===== config.mk =====
export PLATFORM = sky130hd
export DESIGN_NAME = ppi_ctrl
export DESIGN_NICKNAME = d
export VERILOG_FILES = /design/src/inc/ppi_pkg.sv /design/src/inc/ppi_arb_if.sv /design/src/design/ppi_prio_enc.sv /design/src/design/ppi_sync.sv /design/src/design/ppi_ctrl.sv
export VERILOG_INCLUDE_DIRS = /design/src /design/src/inc
export SDC_FILE = /design/constraint.sdc
export NUM_CORES = 1
export LEC_CHECK = 0
export BUFFER_PORTS_ARGS = -buffer_cell sky130_fd_sc_hd__buf_2
export CAP_MARGIN = 20
export CORE_AREA = 2 2 124 126
export DETAILED_ROUTE_END_ITERATION = 10
export DIE_AREA = 0 0 126 128
export PLACE_DENSITY = 0.87
export RECOVER_POWER = 50
export SKIP_LAST_GASP = 1
export SLEW_MARGIN = 20
export SYNTH_ARGS = -nofsm -noshare
export SYNTH_HDL_FRONTEND = slang
export SYNTH_SLANG_ARGS = --single-unit

===== constraint.sdc =====
create_clock -name clk_i -period 5.25 [get_ports clk_i]
set_clock_uncertainty 0.2 [all_clocks]
set_input_delay 0 -clock clk_i [delete_from_list [all_inputs] [get_ports clk_i]]
set_output_delay 0 -clock clk_i [all_outputs]
set_load 0.01 [all_outputs]

===== src/inc/ppi_defines.svh =====
// Constants for the program and priority interrupt block
`ifndef PPI_DEFINES_SVH
`define PPI_DEFINES_SVH
// Fixed single-level locations
`define PPI_SAVE_ADDR 12'h000
`define PPI_ENTRY_BASIC 12'h001
`define PPI_ENTRY_ALT 12'h021
// Priority unit figures
`define PPI_NUM_LEVELS 15
`define PPI_NUM_EXT 6
`define PPI_PUSH_WORDS 5
`define PPI_IDLE_LEVEL 4'hF
// Link timing: 5 MHz timing generator derived from 200 MHz
`define PPI_CLK_MHZ 200
`define PPI_TGEN_MHZ 5
`define PPI_TGEN_DIV (`PPI_CLK_MHZ / `PPI_TGEN_MHZ)
`endif


===== src/inc/ppi_pkg.sv =====
// Types shared by the program and priority interrupt block
package ppi_pkg;
  typedef enum logic [2:0] {
    PPI_IDLE = 3'b000,
    PPI_SGL = 3'b001,
    PPI_PUSH = 3'b010,
    PPI_POP = 3'b011,
    PPI_FIRST = 3'b100
  } ppi_state_e;
  typedef logic [11:0] ppi_word_t;
  typedef logic [3:0] ppi_level_t;
endpackage


===== src/inc/ppi_arb_if.sv =====
// Carrier between the priority encoder and the controller
`timescale 1ns/1ps
interface ppi_arb_if;
  logic [14:0] level_req;
  logic found;
  logic [3:0] best;
  modport enc (input level_req, output found, output best);
  modport ctl (output level_req, input found, input best);
endinterface


===== src/design/ppi_prio_enc.sv =====
// Priority encoder: lowest level number wins
`timescale 1ns/1ps
module ppi_prio_enc
  import ppi_pkg::*;
(
  ppi_arb_if.enc arb
);
  // Scan from the lowest rank upward so level 0 wins last
  always_comb begin
    arb.found = 1'b0;
    arb.best = 4'h0;
    for (int i = 14; i >= 0; i--) begin
      if (arb.level_req[i]) begin
        arb.found = 1'b1;
        arb.best = 4'(i);
      end
    end
  end
endmodule


===== src/design/ppi_sync.sv =====
// Two-stage synchroniser for request pins
`timescale 1ns/1ps
module ppi_sync #(
  parameter int W = 7
) (
  input wire logic clk_i,
  input wire logic rst_i,
  input wire logic [W-1:0] d_i,
  output logic [W-1:0] q_o
);
  logic [W-1:0] s1_ff;
  // First stage feeds only the second
  always_ff @(posedge clk_i) begin
    if (rst_i) begin
      s1_ff <= '0;
      q_o <= '0;
    end else begin
      s1_ff <= d_i;
      q_o <= s1_ff;
    end
  end
endmodule


===== src/design/ppi_ctrl.sv =====
// Program interrupt and priority interrupt controller
// Contract
// - Request line is the OR of all peripheral requests.
// - Interrupts taken only while enabled; interrupt-on instruction re-enables.
// - Basic-mode interrupt writes return count into location 0000.
// - Resume at 0001 in basic mode, 0041 in alternate mode.
// - Priority unit serves 15 levels, each with two-word vector.
// - Inputs come from one prewired option and up to six devices.
// - Levels are static jumpers; level 0 ranks highest.
// - No preemption until the routine's first instruction completes.
// - Priority unit disabled means ordinary single-level interrupt cycle.
// - Unit picks highest requesting level and vectors to its routine.
// - Push saves and pop restores the full register and status set.
// - Saved words go to a memory stack allowing nested levels.
// - Each push and pop takes exactly five break cycles in break state.
// - Unit has lowest break priority; other breaks granted during sequences.
// - Unit runs from its own 5 MHz timing, synchronised to the processor.
// - Push only when requested level ranks above current machine level.
// - Push writes five consecutive words at stack pointer, incrementing across fields.
// - Vector address bits 7..10 come from the level, giving even addresses.
// - Processor ends every push in basic instruction-set mode.
`timescale 1ns/1ps
`include "ppi_defines.svh"
module ppi_ctrl
  import ppi_pkg::*;
#(
  parameter int NUM_EXT = `PPI_NUM_EXT,
  parameter int TGEN_DIV = `PPI_TGEN_DIV
) (
  input wire logic clk_i,
  input wire logic rst_i,
  // Shared request line, active low, open collector
  input wire logic int_req_n_i,
  // Priority level request pins: bit 0 prewired option, then devices
  input wire logic [NUM_EXT:0] lvl_req_i,
  // Static jumper level per input
  input wire logic [4*(NUM_EXT+1)-1:0] lvl_jumper_i,
  input wire logic priority_unit_enable_i,
  input wire logic interrupt_on_instruction_i,
  input wire logic interrupt_off_i,
  input wire logic restore_i,
  input wire logic instr_done_i,
  input wire logic alt_mode_i,
  // Processor state presented for a push
  input wire logic [11:0] accumulator_i,
  input wire logic [11:0] program_counter_i,
  input wire logic [11:0] multiplier_quotient_i,
  input wire logic [2:0] instr_field_i,
  input wire logic [2:0] data_field_i,
  input wire logic link_i,
  input wire logic overflow_i,
  input wire logic user_flag_i,
  input wire logic [2:0] vec_field_i,
  input wire logic [6:0] vec_high_i,
  input wire logic [14:0] stack_base_i,
  input wire logic stack_load_i,
  // Break bus
  input wire logic other_brk_i,
  input wire logic brk_grant_i,
  input wire logic [11:0] mem_rdata_i,
  output logic brk_req_o,
  output logic break_state_o,
  output logic mem_we_o,
  output logic mem_re_o,
  output logic [14:0] mem_addr_o,
  output logic [11:0] mem_wdata_o,
  output logic pc_load_o,
  output logic [11:0] pc_value_o,
  output logic [2:0] if_value_o,
  output logic basic_mode_o,
  output logic restore_load_o,
  output logic [11:0] rest_ac_o,
  output logic [11:0] rest_mq_o,
  output logic [11:0] rest_status_o,
  output logic [11:0] rest_fields_o,
  output logic int_enable_o,
  output logic [3:0] machine_level_o
);
  // ****************************************************************
  // Checks and timing
  // ****************************************************************
  // Read slot tracking relies on two granted breaks never being adjacent
  if (NUM_EXT < 1 || NUM_EXT > 6) begin : g_bad_ext
    $error("NUM_EXT must be 1..6");
  end
  if (TGEN_DIV < 2 || TGEN_DIV > 256) begin : g_bad_div
    $error("TGEN_DIV must be 2..256");
  end

  ppi_state_e state_ff;
  ppi_state_e nxt_state;
  logic int_en_ff;
  logic [3:0] level_ff;
  logic [2:0] step_ff;
  logic [14:0] sp_ff;
  logic [7:0] div_ff;
  logic tick_ff;
  logic first_ff;
  logic alt_save_ff;
  logic [NUM_EXT:0] lvl_sync;
  logic req_sync;
  logic [11:0] frame [0:4];
  logic rd_vld_ff;
  logic [2:0] rd_slot_ff;
  logic [11:0] rest_pc_ff;
  ppi_arb_if arb ();

  // Pin inputs cross through two flops before any use
  ppi_sync #(.W(NUM_EXT + 2)) u_sync (
    .clk_i(clk_i),
    .rst_i(rst_i),
    .d_i({~int_req_n_i, lvl_req_i}),
    .q_o({req_sync, lvl_sync})
  );

  ppi_prio_enc u_enc (
    .arb(arb)
  );

  // Map each input to its jumpered level
  always_comb begin
    arb.level_req = 15'h0000;
    for (int i = 0; i <= NUM_EXT; i++) begin
      if (lvl_sync[i] && lvl_jumper_i[4*i +: 4] != `PPI_IDLE_LEVEL)
        arb.level_req[lvl_jumper_i[4*i +: 4]] = 1'b1;
    end
  end

  // Own timing generator: sequencer only steps on its 5 MHz tick
  always_ff @(posedge clk_i) begin
    if (rst_i) begin
      div_ff <= 8'h00;
      tick_ff <= 1'b0;
    end else if (div_ff == 8'(TGEN_DIV - 1)) begin
      div_ff <= 8'h00;
      tick_ff <= 1'b1;
    end else begin
      div_ff <= div_ff + 8'h01;
      tick_ff <= 1'b0;
    end
  end

  // Stacked frame, in slot order P..P+4
  always_comb begin
    frame[0] = accumulator_i;
    frame[1] = program_counter_i;
    frame[2] = {alt_save_ff, overflow_i, link_i, 5'h00, level_ff};
    frame[3] = multiplier_quotient_i;
    frame[4] = {1'b0, user_flag_i, 2'b00, instr_field_i, 2'b00, data_field_i};
  end

  // Decide what to start at an instruction boundary
  wire take_single = req_sync && int_en_ff && !priority_unit_enable_i;
  wire take_push = arb.found && int_en_ff && priority_unit_enable_i && !first_ff
                   && (arb.best < level_ff);
  wire brk_ok = brk_grant_i && !other_brk_i && tick_ff;

  always_comb begin
    nxt_state = state_ff;
    unique case (state_ff)
      PPI_IDLE: begin
        if (instr_done_i) begin
          if (take_push) nxt_state = PPI_PUSH;
          else if (take_single) nxt_state = PPI_SGL;
          else if (restore_i && priority_unit_enable_i) nxt_state = PPI_POP;
        end
      end
      PPI_SGL: nxt_state = PPI_IDLE;
      PPI_PUSH: if (brk_ok && step_ff == 3'd4) nxt_state = PPI_FIRST;
      PPI_POP: if (brk_ok && step_ff == 3'd4) nxt_state = PPI_IDLE;
      PPI_FIRST: if (instr_done_i) nxt_state = PPI_IDLE;
      default: nxt_state = PPI_IDLE;
    endcase
  end

  always_ff @(posedge clk_i) begin
    if (rst_i) state_ff <= PPI_IDLE;
    else state_ff <= nxt_state;
  end

  // ****************************************************************
  // Enable, level and stack pointer
  // ****************************************************************
  // Enable: set by interrupt-on, cleared on single-level acceptance or by interrupt-off
  always_ff @(posedge clk_i) begin
    if (rst_i) int_en_ff <= 1'b0;
    else if (state_ff == PPI_IDLE && nxt_state == PPI_SGL) int_en_ff <= 1'b0;
    else if (interrupt_on_instruction_i) int_en_ff <= 1'b1;
    else if (interrupt_off_i) int_en_ff <= 1'b0;
  end

  // Preemption held off until first routine instruction retires
  always_ff @(posedge clk_i) begin
    if (rst_i) first_ff <= 1'b0;
    else first_ff <= (nxt_state == PPI_FIRST);
  end

  // Step counter for the five break cycles
  always_ff @(posedge clk_i) begin
    if (rst_i) step_ff <= 3'd0;
    else if (state_ff == PPI_IDLE) step_ff <= 3'd0;
    else if ((state_ff == PPI_PUSH || state_ff == PPI_POP) && brk_ok)
      step_ff <= (step_ff == 3'd4) ? 3'd0 : step_ff + 3'd1;
  end

  // Stack pointer: full 15-bit count so fields are crossed freely
  always_ff @(posedge clk_i) begin
    if (rst_i) sp_ff <= 15'h0000;
    else if (stack_load_i && state_ff == PPI_IDLE) sp_ff <= stack_base_i;
    else if (state_ff == PPI_PUSH && brk_ok) sp_ff <= sp_ff + 15'h0001;
    else if (state_ff == PPI_POP && brk_ok) sp_ff <= sp_ff - 15'h0001;
  end

  // Machine level and saved mode
  always_ff @(posedge clk_i) begin
    if (rst_i) begin
      level_ff <= `PPI_IDLE_LEVEL;
      alt_save_ff <= 1'b0;
    end else if (state_ff == PPI_IDLE && nxt_state == PPI_PUSH) begin
      alt_save_ff <= alt_mode_i;
    end else if (state_ff == PPI_PUSH && brk_ok && step_ff == 3'd4) begin
      level_ff <= arb.best;
    end else if (rd_vld_ff && rd_slot_ff == 3'd2) begin
      level_ff <= mem_rdata_i[3:0];
    end
  end

  // ****************************************************************
  // Memory and processor side outputs
  // ****************************************************************
  always_ff @(posedge clk_i) begin
    if (rst_i) begin
      mem_we_o <= 1'b0;
      mem_re_o <= 1'b0;
      mem_addr_o <= 15'h0000;
      mem_wdata_o <= 12'h000;
      pc_load_o <= 1'b0;
      pc_value_o <= 12'h000;
      if_value_o <= 3'd0;
      basic_mode_o <= 1'b1;
      restore_load_o <= 1'b0;
    end else begin
      mem_we_o <= 1'b0;
      mem_re_o <= 1'b0;
      pc_load_o <= 1'b0;
      restore_load_o <= 1'b0;
      if (state_ff == PPI_SGL) begin
        // Single-level: save count in 0000 in basic mode only, jump to entry
        mem_we_o <= !alt_mode_i;
        mem_addr_o <= {3'd0, `PPI_SAVE_ADDR};
        mem_wdata_o <= program_counter_i;
        pc_load_o <= 1'b1;
        pc_value_o <= alt_mode_i ? `PPI_ENTRY_ALT : `PPI_ENTRY_BASIC;
        if_value_o <= 3'd0;
      end else if (state_ff == PPI_PUSH && brk_ok) begin
        mem_we_o <= 1'b1;
        mem_addr_o <= sp_ff;
        mem_wdata_o <= frame[step_ff];
        if (step_ff == 3'd4) begin
          pc_load_o <= 1'b1;
          pc_value_o <= {vec_high_i, arb.best, 1'b0};
          if_value_o <= vec_field_i;
          basic_mode_o <= 1'b1;
        end
      end else if (state_ff == PPI_POP && brk_ok) begin
        mem_re_o <= 1'b1;
        mem_addr_o <= sp_ff - 15'h0001;
      end
      // Last word back: hand over PC, field and mode together with the frame
      if (rd_vld_ff && rd_slot_ff == 3'd4) begin
        restore_load_o <= 1'b1;
        pc_load_o <= 1'b1;
        pc_value_o <= rest_pc_ff;
        if_value_o <= rest_fields_o[6:4];
        basic_mode_o <= !rest_status_o[11];
      end
    end
  end

  // Read data stands only in the cycle after the strobe, so track which slot it is
  always_ff @(posedge clk_i) begin
    if (rst_i) begin
      rd_vld_ff <= 1'b0;
      rd_slot_ff <= 3'd0;
    end else begin
      rd_vld_ff <= mem_re_o;
      if (state_ff == PPI_POP && brk_ok) rd_slot_ff <= step_ff;
    end
  end

  // Popped words arrive last-in first: fields, MQ, status, PC, AC
  always_ff @(posedge clk_i) begin
    if (rst_i) begin
      rest_ac_o <= 12'h000;
      rest_mq_o <= 12'h000;
      rest_status_o <= 12'h000;
      rest_fields_o <= 12'h000;
      rest_pc_ff <= 12'h000;
    end else if (rd_vld_ff) begin
      unique case (rd_slot_ff)
        3'd0: rest_fields_o <= mem_rdata_i;
        3'd1: rest_mq_o <= mem_rdata_i;
        3'd2: rest_status_o <= mem_rdata_i;
        3'd3: rest_pc_ff <= mem_rdata_i;
        3'd4: rest_ac_o <= mem_rdata_i;
        default: rest_ac_o <= rest_ac_o;
      endcase
    end
  end

  // Break request lowest priority: withdrawn while others request
  assign brk_req_o = (state_ff == PPI_PUSH || state_ff == PPI_POP) && !other_brk_i;
  assign break_state_o = (state_ff == PPI_PUSH || state_ff == PPI_POP);
  assign int_enable_o = int_en_ff;
  assign machine_level_o = level_ff;
endmodule


; ---- After elaboration in Yosys (flattened, before gate mapping)
; Index checks and enable logic that the tools add are counted.
[op_classes]
n_reduce_logical = 64
bitwise_logic = 9
n_mux = 95
n_eq_ne = 21
n_addsub = 4
order_cmp = 16
[ops]
columns = operator, count
row1 = 15-bit two-way mux, 11
row2 = 12-bit two-way mux, 8
row3 = 15-bit OR, 6
row4 = 4-bit two-way mux, 17
row5 = 1-bit two-way mux, 37
row6 = 12-bit binary-select mux with 3-bit select, 1
row7 = 3-bit two-way mux, 12
row8 = 4-bit by 5-bit less-than comparator with 1-bit output (second input constant), 7
row9 = 1-bit logical AND, 34
row10 = 1-bit demux with 4-bit select, 7
row11 = 4-bit by 1-bit >= comparator with 1-bit output (second input constant), 7
row12 = 4-bit inequality test (second input constant), 7
row13 = 15-bit by 1-bit adder with 15-bit output (second input constant), 1
row14 = 3-bit by 2-bit equality test with 1-bit output (second input constant), 5
row15 = 15-bit by 1-bit subtractor with 15-bit output (second input constant), 1
row16 = 2-bit AND reduction, 7
row17 = 3-bit equality test (second input constant), 4
row18 = 3-bit one-hot mux with 4 select lines, 1
row19 = 2-bit nonzero test, 6
row20 = 3-bit by 1-bit equality test with 1-bit output (second input constant), 3
row21 = 3-bit nonzero test, 3
row22 = 8-bit by 1-bit adder with 8-bit output (second input constant), 1
row23 = 8-bit by 6-bit equality test with 1-bit output (second input constant), 1
row24 = 2-bit OR reduction, 4
row25 = other kinds (12), 18
[word_totals]
input_bits = 129
regBits = 164

; ---- Longest topological paths before layout
[logic_depth]
word_depth = 43
mapped_depth = 14
mapped_depth_nobuf = 13

; ---- Modules after synthesis
; Synthesis repeated with hierarchy kept, for this count alone.
[hier_totals]
hier_cells = 1086
area_unflattened_um2 = 8473.1
[modules_own_cells]
columns = module, area_each_um2, instances, cells_each, seq_area_each_um2
row1 = ppi_ctrl, 7848.8, 1, 1026, 2962.8
row2 = ppi_sync, 464.2, 1, 33, 320.3
row3 = ppi_prio_enc, 160.2, 1, 27, 0.0

; ---- Least setup slack after synthesis
; OpenSTA, ideal clock, no wires.
[synth_path]
path_kind = reg-to-reg
start = register u_sync.q_o[4]
end = register alt_save_ff
path_buffers = 0
stages_incl_launch_ff = 13
arrival_ps = 2915
setup_slack_ps = 2003
synth_period_minus_slack_ps = 3247
cell_sequence = dfxtp_1 > nor3b_1 > nor2b_1 > nor4_1 > and3_1 > o31ai_1 > a311oi_1 > ha_1 > nor2b_1 > o211ai_1 > inv_1 > o41ai_2 > a21oi_1
[synth_between]
elab_chain_cells = 30
[synth_rtl]
columns = element, line
row1 = "start, declared", ppi_sync.sv:9  ; output logic [W-1:0] q_o
row2 = "start signal, assigned", ppi_sync.sv:16  ; q_o <= '0;
row3 = "start signal, assigned", ppi_sync.sv:19  ; q_o <= s1_ff;
row4 = 1-bit logical AND (no source line) (*), -
row5 = 15-bit two-way mux (*), ppi_ctrl.sv:124  ; if (lvl_sync[i] && lvl_jumper_i[4*i +: 4] != `PPI_IDLE_LEVEL)
row6 = 15-bit OR (no source line), -
row7 = 15-bit two-way mux (*), ppi_ctrl.sv:124
row8 = 15-bit OR (no source line), -
row9 = 15-bit two-way mux (*), ppi_ctrl.sv:124
row10 = branches (longest 18 deep; another with 4-bit two-way mux), -
row11 = 1-bit logical AND (*), ppi_ctrl.sv:155  ; && (arb.best < level_ff);
row12 = 3-bit two-way mux (*), ppi_ctrl.sv:163  ; if (take_push) nxt_state = PPI_PUSH;
row13 = 3-bit two-way mux (*), ppi_ctrl.sv:162  ; if (instr_done_i) begin
row14 = 3-bit one-hot mux with 4 select lines (*), ppi_ctrl.sv:160  ; unique case (state_ff)
row15 = 3-bit by 2-bit equality test with 1-bit output (*), ppi_ctrl.sv:219  ; end else if (state_ff == PPI_IDLE && nxt_state == PPI_PUSH) begin
row16 = 1-bit logical AND (*), ppi_ctrl.sv:219
row17 = "end signal, assigned", ppi_ctrl.sv:220  ; alt_save_ff <= alt_mode_i;
row18 = "end, declared", ppi_ctrl.sv:99  ; logic alt_save_ff;
; Every way passes the cells marked *.
; A chain may end at the register's enable or synchronous reset.

; ---- Worst setup path in the final report
[layout_path]
start = register u_sync.q_o[6]
end = register alt_save_ff
[layout_between]
elab_chain_cells = 26
[layout_rtl]
columns = element, line
row1 = 1-bit logical AND (no source line) (*), -
row2 = 15-bit two-way mux (*), ppi_ctrl.sv:124
row3 = branches (longest 18 deep; another with 4-bit two-way mux), -
row4 = 1-bit logical AND (*), ppi_ctrl.sv:155
row5 = 3-bit two-way mux (*), ppi_ctrl.sv:163
row6 = 3-bit two-way mux (*), ppi_ctrl.sv:162
row7 = 3-bit one-hot mux with 4 select lines (*), ppi_ctrl.sv:160
row8 = 3-bit by 2-bit equality test with 1-bit output (*), ppi_ctrl.sv:219
row9 = 1-bit logical AND (*), ppi_ctrl.sv:219
; Marks and branches as above.

==> impl_metrics.json <==
{
  "outcome": "finished, violations left",
  "drive_gt1_frac": 0.137,
  "yosysWarnings": 0,
  "overflow": 0,
  "critPathMaxStageDelay_ns": 0.60,
  "max-slew-margin-rel": -0.838,
  "dieArea_um2": 16100,
  "root_buffer": "clkbuf_16",
  "cp_max_fo": 4,
  "whs_path_depth": 5,
  "postLayoutCellArea_um2": 10800,
  "critPathBufInv": 2,
  "ios": 231,
  "clock_latency_ns": 0.43,
  "ctsLongestPathBuffers": 2,
  "powerDensity_nw_per_um2": 267,
  "synth_top_area_share": 0.399,
  "holdCritPathClass": "primary input to flop",
  "endpoint_kind": "flop",
  "cp_cell_sequence": "or3b_1 > nor3_1 > or3_1 > a211oi_1 > and3_1 > nor3b_1 > ha_1 > nand2_1 > nand4_1 > a41oi_2 > nor2b_4 > nand4_1 > dlygate4sd3_1 > a21oi_1 > dlygate4sd3_1",
  "grt_pass1_vias": 9119,
  "timing.hold.ws_ns": 0.0484,
  "utilization": 0.726,
  "fin_setup_tns_ns": 0,
  "drt_iter0_markers": 880,
  "drt_drc_violations_left": 0,
  "seq_area_frac_synth": 0.399,
  "wire_per_inst_um": 19.3,
  "synth_flop_cell": "dfxtp_1",
  "cts_tree": "built",
  "cp.required_ns": 5.43,
  "syn_nets": 1213,
  "gp_routability_congestion": 0.962,
  "synthDistinctLibCells": 63,
  "coreArea_um2": 14900,
  "fmax_ghz": 0.206,
  "synth_area_um2": 8230,
  "setup_viol": 0,
  "timing.final.ws_setup_ns": 0.402,
  "reg2reg_depth": 15,
  "avgViaCountPerCell": 6.04,
  "fin_crit_sh": 0.923,
  "path_delay_family": "simple AND/OR/NAND/NOR gates",
  "grt_setup_unrepaired": "no",
  "worst_pin_slew_ns": 2.76,
  "fp.dieW_um": 126,
  "area_delta_synth_final_pct": 31.2,
  "post-place-ws_ns": 1.44,
  "hold_viol_final": 0,
  "portBuffers": 230,
  "start_util": 0.554,
  "synth_area_leader_cell": "dfxtp_1",
  "clk_pin_slew_worst_paths_ns": 0.07,
  "worst-setup-path-type": "flop to flop",
  "netlist_instances": 1074,
  "synth_edf_count": 0,
  "violations": "capacitance limit, slew limit",
  "ant_nets": 0,
  "synth.avg_cell_area_um2": 7.66,
  "arrival_ns": 5.02,
  "synthTopCellsByCount": "nand2_1, dfxtp_1, a21oi_1, nor2_1, clkbuf_1",
  "die_h_um": 128,
  "rows": 45,
  "numCtsBuffers": 17,
  "hpwl_um": 19900,
  "slew_viol_final": 62,
  "synthMostInstantiatedCell": "nand2_1",
  "cp_slowest_cell": "dlygate4sd3_1",
  "drv_cap": 1,
  "grt_first_pass_wirelength_um": 47100,
  "ys_ff_latch": 164,
  "vias": 9430,
  "leakage_nw": 3.99,
  "clock_sink_count": 164,
  "drtPass1Iterations": 6,
  "grt_max_degree": 86,
  "ir_worst_vdd_mv": 0.270,
  "async_flop_share": 0,
  "cts_htree_levels": 4,
  "wl_um": 30200,
  "grt_use_total": 0.366,
  "dpl_cell_area_um2": 9450,
  "start_kind": "flop",
  "synth_area_leaders": "dfxtp_1, nand2_1, a21oi_1",
  "antenna_cells": 0,
  "fin_crit_ns": 4.85,
  "crit_cells": 15,
  "antenna_found_initial": 0,
  "final_nets": 1500
}
==> cells by family after synthesis <==
logic type / count (synthesis) / share of synthesized area
AND/OR/NAND/NOR: 498 / 0.290
AO/OA/AOI/OAI: 286 / 0.212
flip-flops: 164 / 0.399
buffers and inverters: 79 / 0.0363
XOR/XNOR: 24 / 0.0255
multiplexers: 13 / 0.0221
adder cells (fa/ha/maj): 10 / 0.0152
==> flip-flops by register name, indices dropped and copies added (netlist names), 3 cells and up <==
register and cells:
rd_slot_ff 3, if_value_o 3, rest_status_o 12, machine_level_o 4
rest_ac_o 12, rest_fields_o 12, rest_mq_o 12, div_ff 8
state_ff 3, sp_ff 15, pc_value_o 12, mem_addr_o 15
u_sync.s1_ff 8, mem_wdata_o 12, rest_pc_ff 12, u_sync.q_o 8
step_ff 3
==> cell usage in the layout (no fill, tap or decap), types with 12 or more instances in the layout <==
master	instances
nand2_1	213
dfxtp_1	164
a21oi_1	132
buf_2	127
clkbuf_1	104
nor2_1	99
dlygate4sd3_1	92
o22ai_1	36
o21ai_0	35
nand3_1	32
nor3_1	27
a211oi_1	25
nor2b_1	24
nand2b_1	22
inv_1	18
clkbuf_16	17
nand3b_1	16
xnor2_1	15
a31oi_1	12
==> worst paths after layout <==
check | startpoint | endpoint | slack (ns)
max reg2reg | u_sync.q_o[6] | alt_save_ff | 0.40
max | u_sync.q_o[6] | alt_save_ff | 0.40
min | other_brk_i | mem_addr_o[12] | 0.05
min reg2reg | u_sync.s1_ff[7] | u_sync.q_o[7] | 0.24
==> power by group <==
part	switching [mW]	internal [mW]	total, mW
Clock	0.544	0.653	1.20
Sequential	0.0350	1.27	1.31
Combinational	0.208	0.167	0.375
Total	0.787	2.09	2.88
==> tightest hold or removal path, delay by kind of cell <==
family	cells	cell delay, ns
AOI/OAI and AO/OA	1	0.05
buffers and inverters	2	0.38
and+or+nand+nor	2	0.18
==> layer usage <==
layer | track usage | up-vias | share of wire
met1 | 0.448 | 4356 | 0.39
met4 | 0.156 | 0 | 0.041
li1 | - | 4366 | -
met5 | 0 | - | 0
met3 | 0.100 | 107 | 0.10
met2 | 0.608 | 601 | 0.47
==> through the flow <==
stage | cells | total power, mW
final | 1562 | 2.88
after global routing | 1562 | 2.96
after CTS | 1562 | 2.86
after detailed placement | 1438 | 1.63
after global placement | 1438 | 1.63
after floorplan | 1074 | 1.51
==> final cells by class <==
cell class | instances | area, um2
sequential | 164 | 3280
multi-input combinational | 831 | 4660
clock buffer | 21 | 470
tap | 188 | 235
timing repair buffer | 328 | 1990
fill | 1143 | 4070
inverter | 19 | 71.3
clock inverter | 11 | 90.1
==> repair_timing <==
| action | in CTS | in global routing |
|---|---|---|
| buffers inserted | 0 | 0 |
| hold buffers | 92 | 0 |
| resized for setup | 0 | 0 |
| hold endpoints to repair | 124 | 0 |
No activity file was read; power rests on OpenSTA's default activity.
